## src/rtl/asc_cfg.svh

```systemverilog
// Purpose: Offsets, reset values and timing counts of the async serial channel
// Assumes: Included by bare name from the channel's design file
// Notes: Byte offsets on the register bus, one aligned word per register
`ifndef ASC_CFG_SVH
`define ASC_CFG_SVH
`define ASC_OFF_MODE 8'h00
`define ASC_OFF_RATE 8'h04
`define ASC_OFF_CTRL 8'h08
`define ASC_OFF_TXH 8'h0C
`define ASC_OFF_STAT 8'h10
`define ASC_OFF_RXH 8'h14
`define ASC_RST_MODE 8'h00
`define ASC_RST_CTRL 8'h00
`define ASC_RST_RATE 8'hFF
`define ASC_RST_STAT 8'h80
`define ASC_RST_DATA 8'hFF
`define ASC_STAT_LSB 3
`define ASC_PH_LAST 4'hF
`define ASC_PH_MID 4'h7
`define ASC_PH_SCK 4'h8
`define ASC_BIT_LAST8 3'h7
`define ASC_BIT_LAST7 3'h6
`define ASC_PRE_DIV1 6'h00
`define ASC_PRE_DIV4 6'h03
`define ASC_PRE_DIV16 6'h0F
`define ASC_PRE_DIV64 6'h3F
`define ASC_QUART_LAST 2'h3
`endif

```

## src/rtl/asc_pkg.sv

```systemverilog
// Purpose: Types shared by the async serial channel
// Assumes: Offsets and counts live in asc_cfg.svh
// Notes: Field order of each struct is its bit order in the register
package asc_pkg;
  typedef struct packed {
    logic sync_sel;
    logic char_length_select;
    logic parity_enable;
    logic parity_odd;
    logic stop_two;
    logic spare;
    logic prescale_hi;
    logic prescale_lo;
  } asc_mode_t;
  typedef struct packed {
    logic tx_irq_on;
    logic rx_irq_on;
    logic tx_on;
    logic rx_on;
    logic [1:0] spare;
    logic clock_source_hi;
    logic clock_source_lo;
  } asc_ctrl_t;
  typedef enum logic [2:0] {
    fr_idle = 3'h0,
    fr_start = 3'h1,
    fr_data = 3'h3,
    fr_par = 3'h2,
    fr_stop = 3'h6
  } asc_frame_t;
endpackage : asc_pkg

```

## src/rtl/asc_serial_channel.sv

```systemverilog
// Purpose: One asynchronous serial channel with an AHB-Lite register slave
// Assumes: sys_clk 100 MHz, reset_n synchronous active low, zero-wait bus
// Notes: Notes on behaviour
//
// The AHB-Lite slave port and the placing of the registers are this design's own decisions.
`include "asc_cfg.svh"

module asc_serial_channel (
  input wire logic sys_clk, // System clock
  input wire logic reset_n, // Synchronous reset
  input wire logic hsel, // Slave select
  input wire logic [31:0] haddr, // Byte address
  input wire logic [1:0] htrans, // Transfer type
  input wire logic hwrite, // Write when high
  input wire logic [2:0] hsize, // Word only
  input wire logic [31:0] hwdata, // Write data
  input wire logic hready, // Bus ready
  output logic hreadyout, // Slave ready
  output logic [31:0] hrdata, // Read data
  output logic hresp, // Always OKAY
  input wire logic xfer_rx_rd, // Transfer controller read of rx holding
  output logic [7:0] rx_char, // Receive holding contents
  input wire logic rxd, // Receive line pin
  output logic txd, // Transmit line pin
  output logic txd_oe, // Transmit line driven
  input wire logic sck_in, // Serial clock pin in
  output logic sck_out, // Serial clock pin out
  output logic sck_oe, // Serial clock pin driven
  output logic tx_empty_irq, // Transmit-empty request
  output logic rx_full_irq, // Receive-full request
  output logic rx_err_irq // Receive-error request
);
  asc_pkg::asc_mode_t mode_q;
  asc_pkg::asc_ctrl_t ctrl_q;
  asc_pkg::asc_frame_t tx_st_q;
  asc_pkg::asc_frame_t rx_st_q;
  logic [7:0] rate_q;
  logic [7:0] tx_hold_q;
  logic [7:0] rx_hold_q;
  logic [4:0] flag_q; // 4 tx_empty, 3 rx_full, 2 overrun, 1 framing, 0 parity
  logic [4:0] seen_q;
  logic [4:0] flag_set;
  logic [4:0] flag_clr;
  logic ph_wr_q;
  logic [7:0] ph_addr_q;
  logic hready_q;
  logic [31:0] hrdata_q;
  logic [5:0] pre_cnt_q;
  logic [7:0] div_cnt_q;
  logic [1:0] quart_q;
  logic sck_s1_q, sck_s2_q, sck_s3_q, sck_f_q;
  logic rx_s1_q, rx_s2_q, rx_s3_q, rx_f_q;
  logic tx_on_q, tx_ones_q, tx_par_q;
  logic [3:0] tx_ph_q;
  logic [2:0] tx_bit_q;
  logic [7:0] tx_sh_q;
  logic [3:0] rx_ph_q;
  logic [2:0] rx_bit_q;
  logic [7:0] rx_sh_q;
  logic rx_pbit_q;
  logic txd_q, txd_oe_q, sck_out_q, sck_oe_q;
  logic txi_q, rxi_q, eri_q;

  // Bus decode; the slave never stalls, so hready is ours too
  wire addr_ok = hsel & hready & htrans[1];
  wire rd_stat = addr_ok & ~hwrite & (haddr[7:0] == `ASC_OFF_STAT);
  wire wr_mode = ph_wr_q & (ph_addr_q == `ASC_OFF_MODE);
  wire wr_rate = ph_wr_q & (ph_addr_q == `ASC_OFF_RATE);
  wire wr_ctrl = ph_wr_q & (ph_addr_q == `ASC_OFF_CTRL);
  wire wr_txh = ph_wr_q & (ph_addr_q == `ASC_OFF_TXH);
  wire wr_stat = ph_wr_q & (ph_addr_q == `ASC_OFF_STAT);
  wire [7:0] stat_byte = {flag_q, 3'h0};
  wire [7:0] rd_byte = (haddr[7:0] == `ASC_OFF_MODE) ? mode_q :
                       (haddr[7:0] == `ASC_OFF_RATE) ? rate_q :
                       (haddr[7:0] == `ASC_OFF_CTRL) ? ctrl_q :
                       (haddr[7:0] == `ASC_OFF_TXH) ? tx_hold_q :
                       (haddr[7:0] == `ASC_OFF_STAT) ? stat_byte :
                       (haddr[7:0] == `ASC_OFF_RXH) ? rx_hold_q : 8'h00;

  // Address phase is captured; write data lands one cycle later
  always_ff @(posedge sys_clk) begin
    if (!reset_n) begin
      ph_wr_q <= 1'b0;
      ph_addr_q <= 8'h00;
      hready_q <= 1'b0;
      hrdata_q <= 32'h0000_0000;
    end else begin
      ph_wr_q <= addr_ok & hwrite;
      ph_addr_q <= haddr[7:0];
      hready_q <= 1'b1;
      hrdata_q <= (addr_ok & ~hwrite) ? {24'h00_0000, rd_byte} : 32'h0000_0000;
    end
  end

  // Software registers; reserved bits are forced to zero on write
  always_ff @(posedge sys_clk) begin
    if (!reset_n) begin
      mode_q <= asc_pkg::asc_mode_t'(`ASC_RST_MODE);
      ctrl_q <= asc_pkg::asc_ctrl_t'(`ASC_RST_CTRL);
      rate_q <= `ASC_RST_RATE;
      tx_hold_q <= `ASC_RST_DATA;
    end else begin
      if (wr_mode)
        mode_q <= asc_pkg::asc_mode_t'({hwdata[7:3], 1'b0, hwdata[1:0]});
      if (wr_ctrl)
        ctrl_q <= asc_pkg::asc_ctrl_t'({hwdata[7:4], 2'b00, hwdata[1:0]});
      if (wr_rate)
        rate_q <= hwdata[7:0];
      if (wr_txh)
        tx_hold_q <= hwdata[7:0];
    end
  end

  // Prescaler and divisor; a final divide by four yields the 16x tick
  wire [5:0] pre_lim = mode_q.prescale_hi ?
                       (mode_q.prescale_lo ? `ASC_PRE_DIV64 : `ASC_PRE_DIV16) :
                       (mode_q.prescale_lo ? `ASC_PRE_DIV4 : `ASC_PRE_DIV1);
  wire pre_tick = (pre_cnt_q == pre_lim);
  wire div_tick = pre_tick & (div_cnt_q == rate_q);
  wire int_tick = div_tick & (quart_q == `ASC_QUART_LAST);
  wire ext_tick = (sck_s2_q == sck_s3_q) & sck_s3_q & ~sck_f_q;
  wire tick16 = ctrl_q.clock_source_hi ? ext_tick : int_tick;

  always_ff @(posedge sys_clk) begin
    if (!reset_n) begin
      pre_cnt_q <= 6'h00;
      div_cnt_q <= 8'h00;
      quart_q <= 2'h0;
    end else begin
      pre_cnt_q <= pre_tick ? 6'h00 : pre_cnt_q + 6'h01;
      if (pre_tick)
        div_cnt_q <= (div_cnt_q == rate_q) ? 8'h00 : div_cnt_q + 8'h01;
      if (div_tick)
        quart_q <= quart_q + 2'h1;
    end
  end

  // Pin synchronisers; a level counts once stages two and three agree
  always_ff @(posedge sys_clk) begin
    if (!reset_n) begin
      {sck_s1_q, sck_s2_q, sck_s3_q, sck_f_q} <= 4'h0;
      {rx_s1_q, rx_s2_q, rx_s3_q, rx_f_q} <= 4'hF;
    end else begin
      sck_s1_q <= sck_in;
      sck_s2_q <= sck_s1_q;
      sck_s3_q <= sck_s2_q;
      rx_s1_q <= rxd;
      rx_s2_q <= rx_s1_q;
      rx_s3_q <= rx_s2_q;
      if (sck_s2_q == sck_s3_q)
        sck_f_q <= sck_s3_q;
      if (rx_s2_q == rx_s3_q)
        rx_f_q <= rx_s3_q;
    end
  end

  // Transmitter: a bit lasts 16 ticks; loads happen only on bit edges
  wire [2:0] bit_last = mode_q.char_length_select ? `ASC_BIT_LAST7 : `ASC_BIT_LAST8;
  wire tx_rise = ctrl_q.tx_on & ~tx_on_q;
  wire tx_end = tick16 & (tx_ph_q == `ASC_PH_LAST);
  wire tx_last_stop = ~mode_q.stop_two | tx_bit_q[0];
  wire tx_free = (tx_st_q == asc_pkg::fr_idle) | ((tx_st_q == asc_pkg::fr_stop) & tx_last_stop);
  wire tx_load = ctrl_q.tx_on & ~tx_rise & tx_end & tx_free & ~flag_q[4];
  wire [7:0] tx_mask = mode_q.char_length_select ? 8'h7F : 8'hFF;
  wire tx_line = (tx_st_q == asc_pkg::fr_start) ? 1'b0 :
                 (tx_st_q == asc_pkg::fr_data) ? tx_sh_q[tx_bit_q] :
                 (tx_st_q == asc_pkg::fr_par) ? tx_par_q : 1'b1;

  always_ff @(posedge sys_clk) begin
    if (!reset_n)
      tx_on_q <= 1'b0;
    else
      tx_on_q <= ctrl_q.tx_on;
  end

  // Frame sequencer; a disabled transmitter sits idle with a cleared phase
  always_ff @(posedge sys_clk) begin
    if (!reset_n || !ctrl_q.tx_on) begin
      tx_st_q <= asc_pkg::fr_idle;
      tx_ph_q <= 4'h0;
      tx_bit_q <= 3'h0;
      tx_ones_q <= 1'b0;
    end else if (tx_rise) begin
      tx_st_q <= asc_pkg::fr_start;
      tx_ones_q <= 1'b1;
      tx_ph_q <= 4'h0;
      tx_bit_q <= 3'h0;
    end else begin
      if (tick16)
        tx_ph_q <= tx_ph_q + 4'h1;
      if (tx_end) begin
        unique case (tx_st_q)
          asc_pkg::fr_idle: begin
            if (tx_load)
              tx_st_q <= asc_pkg::fr_start;
          end
          asc_pkg::fr_start: begin
            tx_st_q <= asc_pkg::fr_data;
            tx_bit_q <= 3'h0;
          end
          asc_pkg::fr_data: begin
            if (tx_bit_q == bit_last) begin
              tx_st_q <= mode_q.parity_enable ? asc_pkg::fr_par : asc_pkg::fr_stop;
              tx_bit_q <= 3'h0;
            end else begin
              tx_bit_q <= tx_bit_q + 3'h1;
            end
          end
          asc_pkg::fr_par: begin
            tx_st_q <= asc_pkg::fr_stop;
            tx_bit_q <= 3'h0;
          end
          asc_pkg::fr_stop: begin
            if (!tx_last_stop) begin
              tx_bit_q <= 3'h1;
            end else begin
              tx_st_q <= tx_load ? asc_pkg::fr_start : asc_pkg::fr_idle;
              tx_ones_q <= 1'b0;
            end
          end
          default: tx_st_q <= asc_pkg::fr_idle;
        endcase
      end
    end
  end

  // Shift register and parity are fixed at load time
  always_ff @(posedge sys_clk) begin
    if (!reset_n) begin
      tx_sh_q <= `ASC_RST_DATA;
      tx_par_q <= 1'b1;
    end else if (tx_load) begin
      tx_sh_q <= tx_hold_q;
      tx_par_q <= ^(tx_hold_q & tx_mask) ^ mode_q.parity_odd;
    end
  end

  // Pin drivers; the clock pin is ours only for internal clock output
  always_ff @(posedge sys_clk) begin
    if (!reset_n) begin
      txd_q <= 1'b1;
      txd_oe_q <= 1'b0;
      sck_out_q <= 1'b0;
      sck_oe_q <= 1'b0;
    end else begin
      txd_q <= ~ctrl_q.tx_on | tx_ones_q | tx_rise | tx_line;
      txd_oe_q <= ctrl_q.tx_on;
      sck_out_q <= tx_ph_q[3];
      sck_oe_q <= ~mode_q.sync_sel & ~ctrl_q.clock_source_hi & ctrl_q.clock_source_lo;
    end
  end

  // Receiver: start edge resets the phase, each bit sampled on tick eight
  wire rx_fall = (rx_s2_q == rx_s3_q) & ~rx_s3_q & rx_f_q;
  wire rx_smp = tick16 & (rx_ph_q == `ASC_PH_MID) & (rx_st_q != asc_pkg::fr_idle);
  wire rx_done = rx_smp & (rx_st_q == asc_pkg::fr_stop);
  wire [7:0] rx_word = mode_q.char_length_select ? {1'b0, rx_sh_q[6:0]} : rx_sh_q;
  wire rx_fe = ~rx_f_q;
  wire rx_pe = mode_q.parity_enable & (rx_pbit_q != (^rx_word ^ mode_q.parity_odd));
  wire rx_ovr = flag_q[3];

  always_ff @(posedge sys_clk) begin
    if (!reset_n || !ctrl_q.rx_on) begin
      rx_st_q <= asc_pkg::fr_idle;
      rx_ph_q <= 4'h0;
      rx_bit_q <= 3'h0;
      rx_sh_q <= 8'h00;
      rx_pbit_q <= 1'b0;
    end else if (rx_st_q == asc_pkg::fr_idle) begin
      if (rx_fall) begin
        rx_st_q <= asc_pkg::fr_start;
        rx_ph_q <= 4'h0;
        rx_sh_q <= 8'h00;
      end
    end else begin
      if (tick16)
        rx_ph_q <= rx_ph_q + 4'h1;
      if (rx_smp) begin
        unique case (rx_st_q)
          asc_pkg::fr_start: begin
            rx_st_q <= rx_f_q ? asc_pkg::fr_idle : asc_pkg::fr_data;
            rx_bit_q <= 3'h0;
          end
          asc_pkg::fr_data: begin
            rx_sh_q[rx_bit_q] <= rx_f_q;
            rx_bit_q <= rx_bit_q + 3'h1;
            if (rx_bit_q == bit_last)
              rx_st_q <= mode_q.parity_enable ? asc_pkg::fr_par : asc_pkg::fr_stop;
          end
          asc_pkg::fr_par: begin
            rx_pbit_q <= rx_f_q;
            rx_st_q <= asc_pkg::fr_stop;
          end
          default: rx_st_q <= asc_pkg::fr_idle;
        endcase
      end
    end
  end

  // Holding register keeps its old word when the frame overruns
  always_ff @(posedge sys_clk) begin
    if (!reset_n)
      rx_hold_q <= 8'h00;
    else if (rx_done && !rx_ovr)
      rx_hold_q <= rx_word;
  end

  // Flag events; a set in the same cycle as a clear wins
  assign flag_set[4] = tx_load;
  assign flag_set[3] = rx_done & ~rx_ovr & ~rx_fe & ~rx_pe;
  assign flag_set[2] = rx_done & rx_ovr;
  assign flag_set[1] = rx_done & rx_fe;
  assign flag_set[0] = rx_done & rx_pe;

  // Per flag: a status read arms it, a later write of zero clears it
  genvar gi;
  generate
    for (gi = 0; gi < 5; gi++) begin : g_flag
      assign flag_clr[gi] = (wr_stat & ~hwdata[gi + `ASC_STAT_LSB] & seen_q[gi]) |
                            ((gi == 3) & xfer_rx_rd);
      always_ff @(posedge sys_clk) begin
        if (!reset_n) begin
          flag_q[gi] <= 1'(`ASC_RST_STAT >> (gi + `ASC_STAT_LSB));
          seen_q[gi] <= 1'b0;
        end else begin
          flag_q[gi] <= flag_set[gi] | (flag_q[gi] & ~flag_clr[gi]);
          seen_q[gi] <= (rd_stat & flag_q[gi]) | (seen_q[gi] & ~flag_clr[gi]);
        end
      end
    end
  endgenerate

  // Interrupt requests follow their flags and enables
  always_ff @(posedge sys_clk) begin
    if (!reset_n) begin
      txi_q <= 1'b0;
      rxi_q <= 1'b0;
      eri_q <= 1'b0;
    end else begin
      txi_q <= ctrl_q.tx_irq_on & flag_q[4];
      rxi_q <= ctrl_q.rx_irq_on & flag_q[3];
      eri_q <= ctrl_q.rx_irq_on & (|flag_q[2:0]);
    end
  end

  assign hreadyout = hready_q;
  assign hrdata = hrdata_q;
  assign hresp = 1'b0;
  assign rx_char = rx_hold_q;
  assign txd = txd_q;
  assign txd_oe = txd_oe_q;
  assign sck_out = sck_out_q;
  assign sck_oe = sck_oe_q;
  assign tx_empty_irq = txi_q;
  assign rx_full_irq = rxi_q;
  assign rx_err_irq = eri_q;
endmodule : asc_serial_channel

```

## config.mk

```make
export PLATFORM = sky130hd
export DESIGN_NAME = asc_serial_channel
export DESIGN_NICKNAME = d
export VERILOG_FILES = /design/src/rtl/asc_pkg.sv /design/src/rtl/asc_serial_channel.sv
export VERILOG_INCLUDE_DIRS = /design/src /design/src/rtl
export SDC_FILE = /design/constraint.sdc
export NUM_CORES = 1
export LEC_CHECK = 0
export BUFFER_PORTS_ARGS = -buffer_cell sky130_fd_sc_hd__buf_4
export CORE_ASPECT_RATIO = 0.5
export CORE_MARGIN = 1
export CORE_UTILIZATION = 45
export DETAILED_ROUTE_END_ITERATION = 7
export PLACE_DENSITY = 0.75
export SYNTH_ARGS = -nofsm -noshare
export SYNTH_HDL_FRONTEND = slang
export SYNTH_SLANG_ARGS = --single-unit
```

## constraint.sdc

```tcl
create_clock -name sys_clk -period 3.2 [get_ports sys_clk]
set_clock_uncertainty 0.2 [all_clocks]
set_input_delay 0.32 -clock sys_clk [delete_from_list [all_inputs] [get_ports sys_clk]]
set_output_delay 0.32 -clock sys_clk [all_outputs]
set_load 0.02 [all_outputs]
```

# Word level (Yosys, flattened, before mapping)
# Cells that the tools add are included.
[totals] reg_bits=159 out_inout_bits=49
[op_classes] n_eq_ne=36 bitwise=107 order_cmp=3 n_reduce_logical=37 add_sub_neg=7 mux=52
[op_table] operator="8-bit 2-to-1 mux" n=13
[op_table] operator="1-bit AND" n=63
[op_table] operator="8-bit by 4-bit equality test with 1-bit output (second input constant)" n=4
[op_table] operator="3-bit 2-to-1 mux" n=10
[op_table] operator="1-bit NOT" n=25
[op_table] operator="8-bit by 5-bit equality test with 1-bit output (second input constant)" n=3
[op_table] operator="3-bit case mux with 3 select lines" n=2
[op_table] operator="3-bit AND reduction" n=6
[op_table] operator="8-bit by 3-bit equality test with 1-bit output (second input constant)" n=2
[op_table] operator="8-bit logical NOT" n=2
[op_table] operator="1-bit OR" n=16
[op_table] operator="8-bit XOR reduction" n=2
[op_table] operator="1-bit 2-to-1 mux" n=15
[op_table] operator="3-bit case mux with 5 select lines" n=1
[op_table] operator="2-bit nonzero test" n=7
[op_table] operator="3-bit by 2-bit equality test with 1-bit output (second input constant)" n=4
[op_table] operator="4-bit 2-to-1 mux" n=3
[op_table] operator="6-bit 2-to-1 mux" n=2
[op_table] operator="3-bit != test (second input constant)" n=3
[op_table] operator="4-bit by 1-bit adder with 4-bit output (second input constant)" n=2
[op_table] operator="8-bit by 1-bit adder with 8-bit output (second input constant)" n=1
[op_table] operator="8-bit AND" n=1
[op_table] operator="8-bit bitwise mux" n=1
[op_table] operator="8-bit equality test" n=1
[op_table] operator="other kinds (31)" n=53

# Logic depth before layout (Yosys ltp)
# Gate-level depths: netlist (run 1).
[depth] word_depth=15 mapped_depth=9 depth_no_buf=7

# Least setup slack after synthesis (run 1)
# Ideal clock, no wire load.
[synth_timing] kind="register to register" startpoint="reg rx_ph_q[0]" endpoint="reg rx_sh_q[6]" path_buffers=2 arrival_ns=1.945 required_ns=2.899 setup_ns=0.101 path_slack_ns=0.954 path_stages_with_launch=10 cell_sequence="dfxtp_1 ha_1 and3b_1 clkbuf_1 and3_1 and2_1 a41oi_4 clkbuf_1 o211ai_1 o41ai_1"
[synth_between] elab_chain_len=5
[synth_rtl] element="start, declared" line="asc_serial_channel.sv:57" source="logic [3:0] rx_ph_q;"
[synth_rtl] element="start signal, assigned" line="asc_serial_channel.sv:277" source="rx_ph_q <= rx_ph_q + 4'h1;"
[synth_rtl] element="4-bit by 3-bit equality test with 1-bit output (no line)"
[synth_rtl] element="1-bit AND (2 in series)" line="asc_serial_channel.sv:255" source="wire rx_smp = tick16 & (rx_ph_q == `ASC_PH_MID) & (rx_st_q != asc_pkg::fr_idle);"
[synth_rtl] element="2-bit nonzero test (no line)"
[synth_rtl] element="3-bit AND reduction (no line)"
[synth_rtl] element="end signal, assigned by index" line="asc_serial_channel.sv:285" source="rx_sh_q[rx_bit_q] <= rx_f_q;"
[synth_rtl] element="end, declared" line="asc_serial_channel.sv:59" source="logic [7:0] rx_sh_q;"
# No other way between the ends.
# A chain may end at the register's enable or synchronous reset.

# Final worst setup path (run 1)
[layout_timing] startpoint="in haddr[6]" endpoint="reg hrdata_q[4] (netlist: hrdata[4])"
[layout_between] elab_chain_len=7 elab_cells_between_ends=12
[layout_rtl] element="start, declared" line="asc_serial_channel.sv:12" source="input wire logic [31:0] haddr,"
[layout_rtl] element="8-bit by 5-bit equality test with 1-bit output (no line)"
[layout_rtl] element="8-bit 2-to-1 mux" line="asc_serial_channel.sv:78" source="(haddr[7:0] == `ASC_OFF_RXH) ? rx_hold_q : 8'h00;"
[layout_rtl] element="8-bit 2-to-1 mux" line="asc_serial_channel.sv:77" source="(haddr[7:0] == `ASC_OFF_STAT) ? stat_byte :"
[layout_rtl] element="8-bit 2-to-1 mux" line="asc_serial_channel.sv:76" source="(haddr[7:0] == `ASC_OFF_TXH) ? tx_hold_q :"
[layout_rtl] element="8-bit 2-to-1 mux" line="asc_serial_channel.sv:75" source="(haddr[7:0] == `ASC_OFF_CTRL) ? ctrl_q :"
[layout_rtl] element="8-bit 2-to-1 mux" line="asc_serial_channel.sv:74" source="(haddr[7:0] == `ASC_OFF_RATE) ? rate_q :"
[layout_rtl] element="8-bit 2-to-1 mux *" line="asc_serial_channel.sv:73" source="wire [7:0] rd_byte = (haddr[7:0] == `ASC_OFF_MODE) ? mode_q :"
[layout_rtl] element="end signal, assigned" line="asc_serial_channel.sv:91" source="hrdata_q <= (addr_ok & ~hwrite) ? {24'h00_0000, rd_byte} : 32'h0000_0000;"
[layout_rtl] element="end, declared" line="asc_serial_channel.sv:47" source="logic [31:0] hrdata_q;"
# Every way passes the cells marked *; elsewhere a longest branch is shown, timed or not.

==> results of run 1 <==
-- final timing paths --
path / from / end / slack (ns)
max: haddr[6] / hrdata[4] / 0.34
min: haddr[3] / ph_addr_q[3] / 0.04
max reg2reg: pre_cnt_q[0] / rx_pbit_q / 0.50
min reg2reg: rx_s1_q / rx_s2_q / 0.21
-- sequential cells by signal (all words and copies together), names as in the netlist, 2 cells and up --
register,flops
tx_sh_q,8
ph_addr_q,8
hrdata,8
rx_char,8
pre_cnt_q,6
quart_q,2
tx_hold_q,8
rx_ph_q,4
tx_st_q,3
tx_ph_q,4
tx_bit_q,3
rx_st_q,3
rate_q,8
rx_sh_q,8
flag_q,4
div_cnt_q,8
mode_q,7
ctrl_q,6
seen_q,5
rx_bit_q,3
-- layer usage --
layer	GRT usage [%]	up-vias	wire length (um)
li1	-	2664	-
met3	5.89	32	1110
met5	0	-	0
met4	8.04	0	298
met1	28.6	2627	7210
met2	37.9	210	7680
-- cell families (layout without fill, tap and decap cells) --
kind of cell	Yosys count	after routing	synth area share (%)
simple gates	320	320	24.7
fa+ha+maj	9	9	1.74
other cells	1	25	0.0580
compound gates	122	122	13.5
buf+inv	74	111	6.04
mux	40	40	6.66
flops	135	135	41.8
xor+xnor	41	41	5.55
-- through the flow --
step	cells	hold WS, ns	power (W)
2_1_floorplan	766	0.148	0.00185
3_3_place_gp	947	0.201	0.00188
3_5_place_dp	947	0.197	0.00188
4_1_cts	995	0.0144	0.00389
5_1_grt	995	0.0220	0.00399
6_report	995	0.0366	0.00387
-- where the power goes --
group	internal (W)	switching [W]	total, W
Clock	0.00126	0.000746	0.00201
Combinational	0.0000588	0.0000976	0.000156
Sequential	0.00170	0.0000126	0.00171
-- final cells by class --
| cell class | count | area [um2] | area share (%) |
|---|---|---|---|
| clock buffer | 19 | 453 | 5.95 |
| clock inverter | 13 | 154 | 2.02 |
| inverter | 11 | 41.3 | 0.543 |
| multi-input combinational | 557 | 3460 | 45.6 |
| sequential | 135 | 2700 | 35.5 |
| tap | 192 | 240 | 3.16 |
| timing repair buffer | 68 | 551 | 7.24 |
-- cell usage after synthesis, drive strengths merged, types with 13 or more instances --
| cell | number | area share (%) |
|---|---|---|
| nor2b | 14 | 1.4 |
| dfxtp | 135 | 42 |
| nand2 | 102 | 5.9 |
| o21ai | 27 | 2.1 |
| clkbuf | 33 | 1.9 |
| and2 | 18 | 1.7 |
| nand3 | 38 | 2.9 |
| nor2 | 58 | 3.5 |
| buf | 30 | 3.5 |
| and3 | 17 | 1.6 |
| nor3 | 13 | 1.0 |
| a21oi | 36 | 2.8 |
| mux2i | 34 | 5.3 |
| xnor2 | 29 | 3.9 |
-- worst max-delay path, stage by stage --
cell and delay (ns):
dlygate4sd3_1 0.56, buf_4 0.15, nor4_1 0.53, nor3b_2 0.46
and3_1 0.35, a222oi_1 0.14, nor3_1 0.41
==> reports/metrics.yaml, run 1 <==
cp.arrival_ns: 2.94
cts_made_buffers: 17
tritoncts: "yes"
outcome: "complete, no violations"
seq_area_frac_synth_pct: 41.8
grt_pass1_vias: 5130
finalCritPeriodShare_pct: 89.5
wl_per_cell_um: 16.4
die_h_um: 86.8
placed_area_um2: 6840
initial_core_util_pct: 46.9
grt_max_degree: 41
maxCapViolCount: 0
num_rows: 30
syn_to_final_growth_pct: 17.6
fillers: 1236
drtIter0Drc: 528
power_leakage_nw: 2.97
grt_use_total_pct: 22.8
path_max_fanout: 6
power_density_nw_per_um2: 509
pin_count: 126
start_kind: "input port"
drive_gt1_share_pct: 13.2
crit_type: "input port to flip-flop"
period_minus_slack_ns: 2.86
endpoint_kind: "flip-flop"
final_common_cell: "dfxtp_1"
cts_hold_buf: 16
drc: 0
max_freq_mhz: 349
synth_flop_cell: "dfxtp_1"
final_max_slew_viol_count: 0
final_cell_mix: "dfxtp_1, nand2_1, nor2_1, buf_4, nand3_1"
wl_mm: 16.3
synth.distinct_cells: 65
diodes: 0
path_clk_slew_ns: 0.06
crit_required_ns: 3.27
globalRoute.totalOverflow: 0
cts_resized: 0
num_vias: 5533
core_um2: 13800
hold_class: "input port to flip-flop"
grt_setup_unrepaired: "false"
htree_levels: 4
layout_setup_ws_ns: 0.337
finalNetCount: 876
grt_pass1_wl_mm: 26.0
yosysWarnings: 0
tns_ns: 0
synth-seq-cells: 135
setup_violations: 0
die_w_um: 172
gp_congestion: 0.923
async_flop_share_pct: 0
clock_latency_ns: 0.42
first_pass_iters: 5
antenna_found_initial: 0
clk_path_buf_depth: 2
synth_edf_count: 0
cts_setup_buffers: 0
min_path_cells: 2
port_buffers: 48
worstMarginPinSlew_ns: 0.963
syn-cell-area_um2: 6470
final_core_util_pct: 55.2
design_area_um2: 7610
r2r_cells: 6
antenna_left: 0
final-hold-violation-count: 0
max-slew-margin-rel_pct: 35.5
syn_avg_cell_area_um2: 8.72
dp_slack_ns: 0.569
synthCells: 742
dieArea_um2: 14900
dpl.hpwl_mm: 10.8
avgViaCountPerCell: 5.56
clock-sinks: 135
cts-root-buf: "clkbuf_16"
peakVddDrop_uv: 416
Power figures use the tool's default switching activity.
==> run 2: changes to the inputs <==
- REMOVE_ABC_BUFFERS: unset -> 1
==> reports/metrics.yaml, run 2 (synthesis gave the netlist of run 1 again) <==
outcome: "complete, no violations"
cp_num_buf_inv: 0
crit_required_ns: 3.34
tritoncts: "yes"
peakVddDrop_uv: 393
cp_top_family: "simple AND/OR/NAND/NOR gates"
dieArea_um2: 14900
pwr-share-comb_pct: 3.9
clock_latency_ns: 0.42
final-hold-violation-count: 0
hold_class: "input port to flip-flop"
period_minus_slack_ns: 2.67
max_freq_mhz: 374
pin_count: 126
wl_mm: 16.4
num_vias: 5681
antenna_found_initial: 0
power_leakage_nw: 3.01
max-slew-margin-rel_pct: 30.0
timing.critical_path.from: "div_cnt_q[2]"
clockPowerShare_pct: 54.0
diodes: 0
drive_gt1_share_pct: 13.4
finalCritPeriodShare_pct: 83.6
die_h_um: 86.8
grt_max_degree: 32
r2r-start: "div_cnt_q[2]"
cts-root-buf: "clkbuf_16"
grt_setup_unrepaired: "false"
switchingPower_w: 0.000849
swShare_pct: 20.9
dpl.cell_count: 951
wl_per_cell_um: 16.4
path_cells: "xnor2_1 -> nand4_1 -> nor2_2 -> a31oi_2 -> nor2_4 -> mux2i_1"
start_kind: "flip-flop"
drtIter0Drc: 548
crit_type: "flip-flop to flip-flop"
final_core_util_pct: 55.9
grt_pass1_wl_mm: 26.2
cpMaxStageDelayCell: "a31oi_2"
port_buffers: 48
final_common_cell: "dfxtp_1"
cts_made_buffers: 17
setup_violations: 0
die_w_um: 172
power_density_nw_per_um2: 527
clock-sinks: 135
crit_path_max_incr_delay_ns: 0.50
core_um2: 13800
fillers: 1182
endpoint_kind: "flip-flop"
maxCapViolCount: 0
grt_pass1_vias: 5192
hold_path_startpoint: "xfer_rx_rd"
final_cell_mix: "dfxtp_1, nand2_1, nor2_1, buf_4, nand3_1"
grt_use_total_pct: 22.8
globalRoute.totalOverflow: 0
finalNetCount: 882
path_clk_slew_ns: 0.06
avgViaCountPerCell: 5.68
layout_setup_ws_ns: 0.526
final_max_slew_viol_count: 0
final_cells: 1000
cp.arrival_ns: 2.81
first_pass_iters: 8
drc: 0
path_max_fanout: 17
num_rows: 30
seq_power_share_pct: 42.1
initial_core_util_pct: 46.9
syn_to_final_growth_pct: 19.2
htree_levels: 4
clk_path_buf_depth: 2
dpl.hpwl_mm: 11.0
tns_ns: 0
antenna_left: 0
worstMarginPinSlew_ns: 1.05
p_int_w: 0.00321
gp_congestion: 0.937
dp_slack_ns: 0.604
cts_resized: 0
run 2: cell count changes in the layout (fill, tap and decap cells not counted):
| cell | previous run | this run |
|---|---|---|
| buf_4 | 52 | 56 |
| bufinv_16 | 3 | 6 |
| clkbuf_1 | 0 | 1 |
| clkbuf_8 | 2 | 0 |
| clkinv_2 | 6 | 2 |
| clkinv_4 | 3 | 1 |
| clkinvlp_4 | 1 | 4 |
| dlygate4sd3_1 | 16 | 18 |
run 2: final timing paths:
| path | end | slack [ns] | cells after the start |
|---|---|---|---|
| hold / removal | seen_q[3] | 0.02 | 4 |
| hold reg to reg | rx_s2_q | 0.22 | 1 |
| setup reg to reg | rx_char[2] | 0.53 | 6 |
| setup / recovery | rx_char[2] | 0.53 | 6 |
run 2: routing by layer:
metal / wire length, um / up-vias / GRT usage [%]
met5: 0 / - / 0
met2: 7730 / 259 / 38.3
met3: 1150 / 39 / 3.70
met1: 7110 / 2717 / 29.2
met4: 384 / 0 / 9.98
li1: - / 2666 / -
run 2: area by class of cell:
type	instances	area, um2	share of cell area, %
tap	192	240	3.12
sequential	135	2700	35.1
clock buffer	18	429	5.57
inverter	11	41.3	0.536
multi-input combinational	557	3460	45.0
clock inverter	13	229	2.97
timing repair buffer	74	601	7.79
run 2: power by group through the flow:
| stage | clock network (W) | registers, W | logic, W |
|---|---|---|---|
| 2_1_floorplan | 0 | 0.00174 | 0.0000664 |
| 3_3_place_gp | 0 | 0.00174 | 0.000134 |
| 3_5_place_dp | 0 | 0.00174 | 0.000137 |
| 4_1_cts | 0.00221 | 0.00171 | 0.000155 |
| 5_1_grt | 0.00228 | 0.00171 | 0.000170 |
| 6_report | 0.00219 | 0.00171 | 0.000159 |
run 2: what timing repair did:
item,in CTS,in global routing
buffers inserted,0,0
endpoints found under the hold margin,25,0
hold buffers,18,0
run 2: per-stage QoR:
step                      instance area, um2  hold slack (ns)  total power [W]
final                                   7710           0.0240          0.00406
after global routing                    7710           0.0633          0.00416
after CTS                               7710           0.0131          0.00407
after detailed placement                6870            0.204          0.00188
after global placement                  6870            0.197          0.00188
after floorplan                         6210            0.148          0.00181
run 2: worst min-delay path: stages:
cell and delay, ns:
buf_4 0.08, nor3b_1 0.04, a21oi_1 0.11, nor2_1 0.05
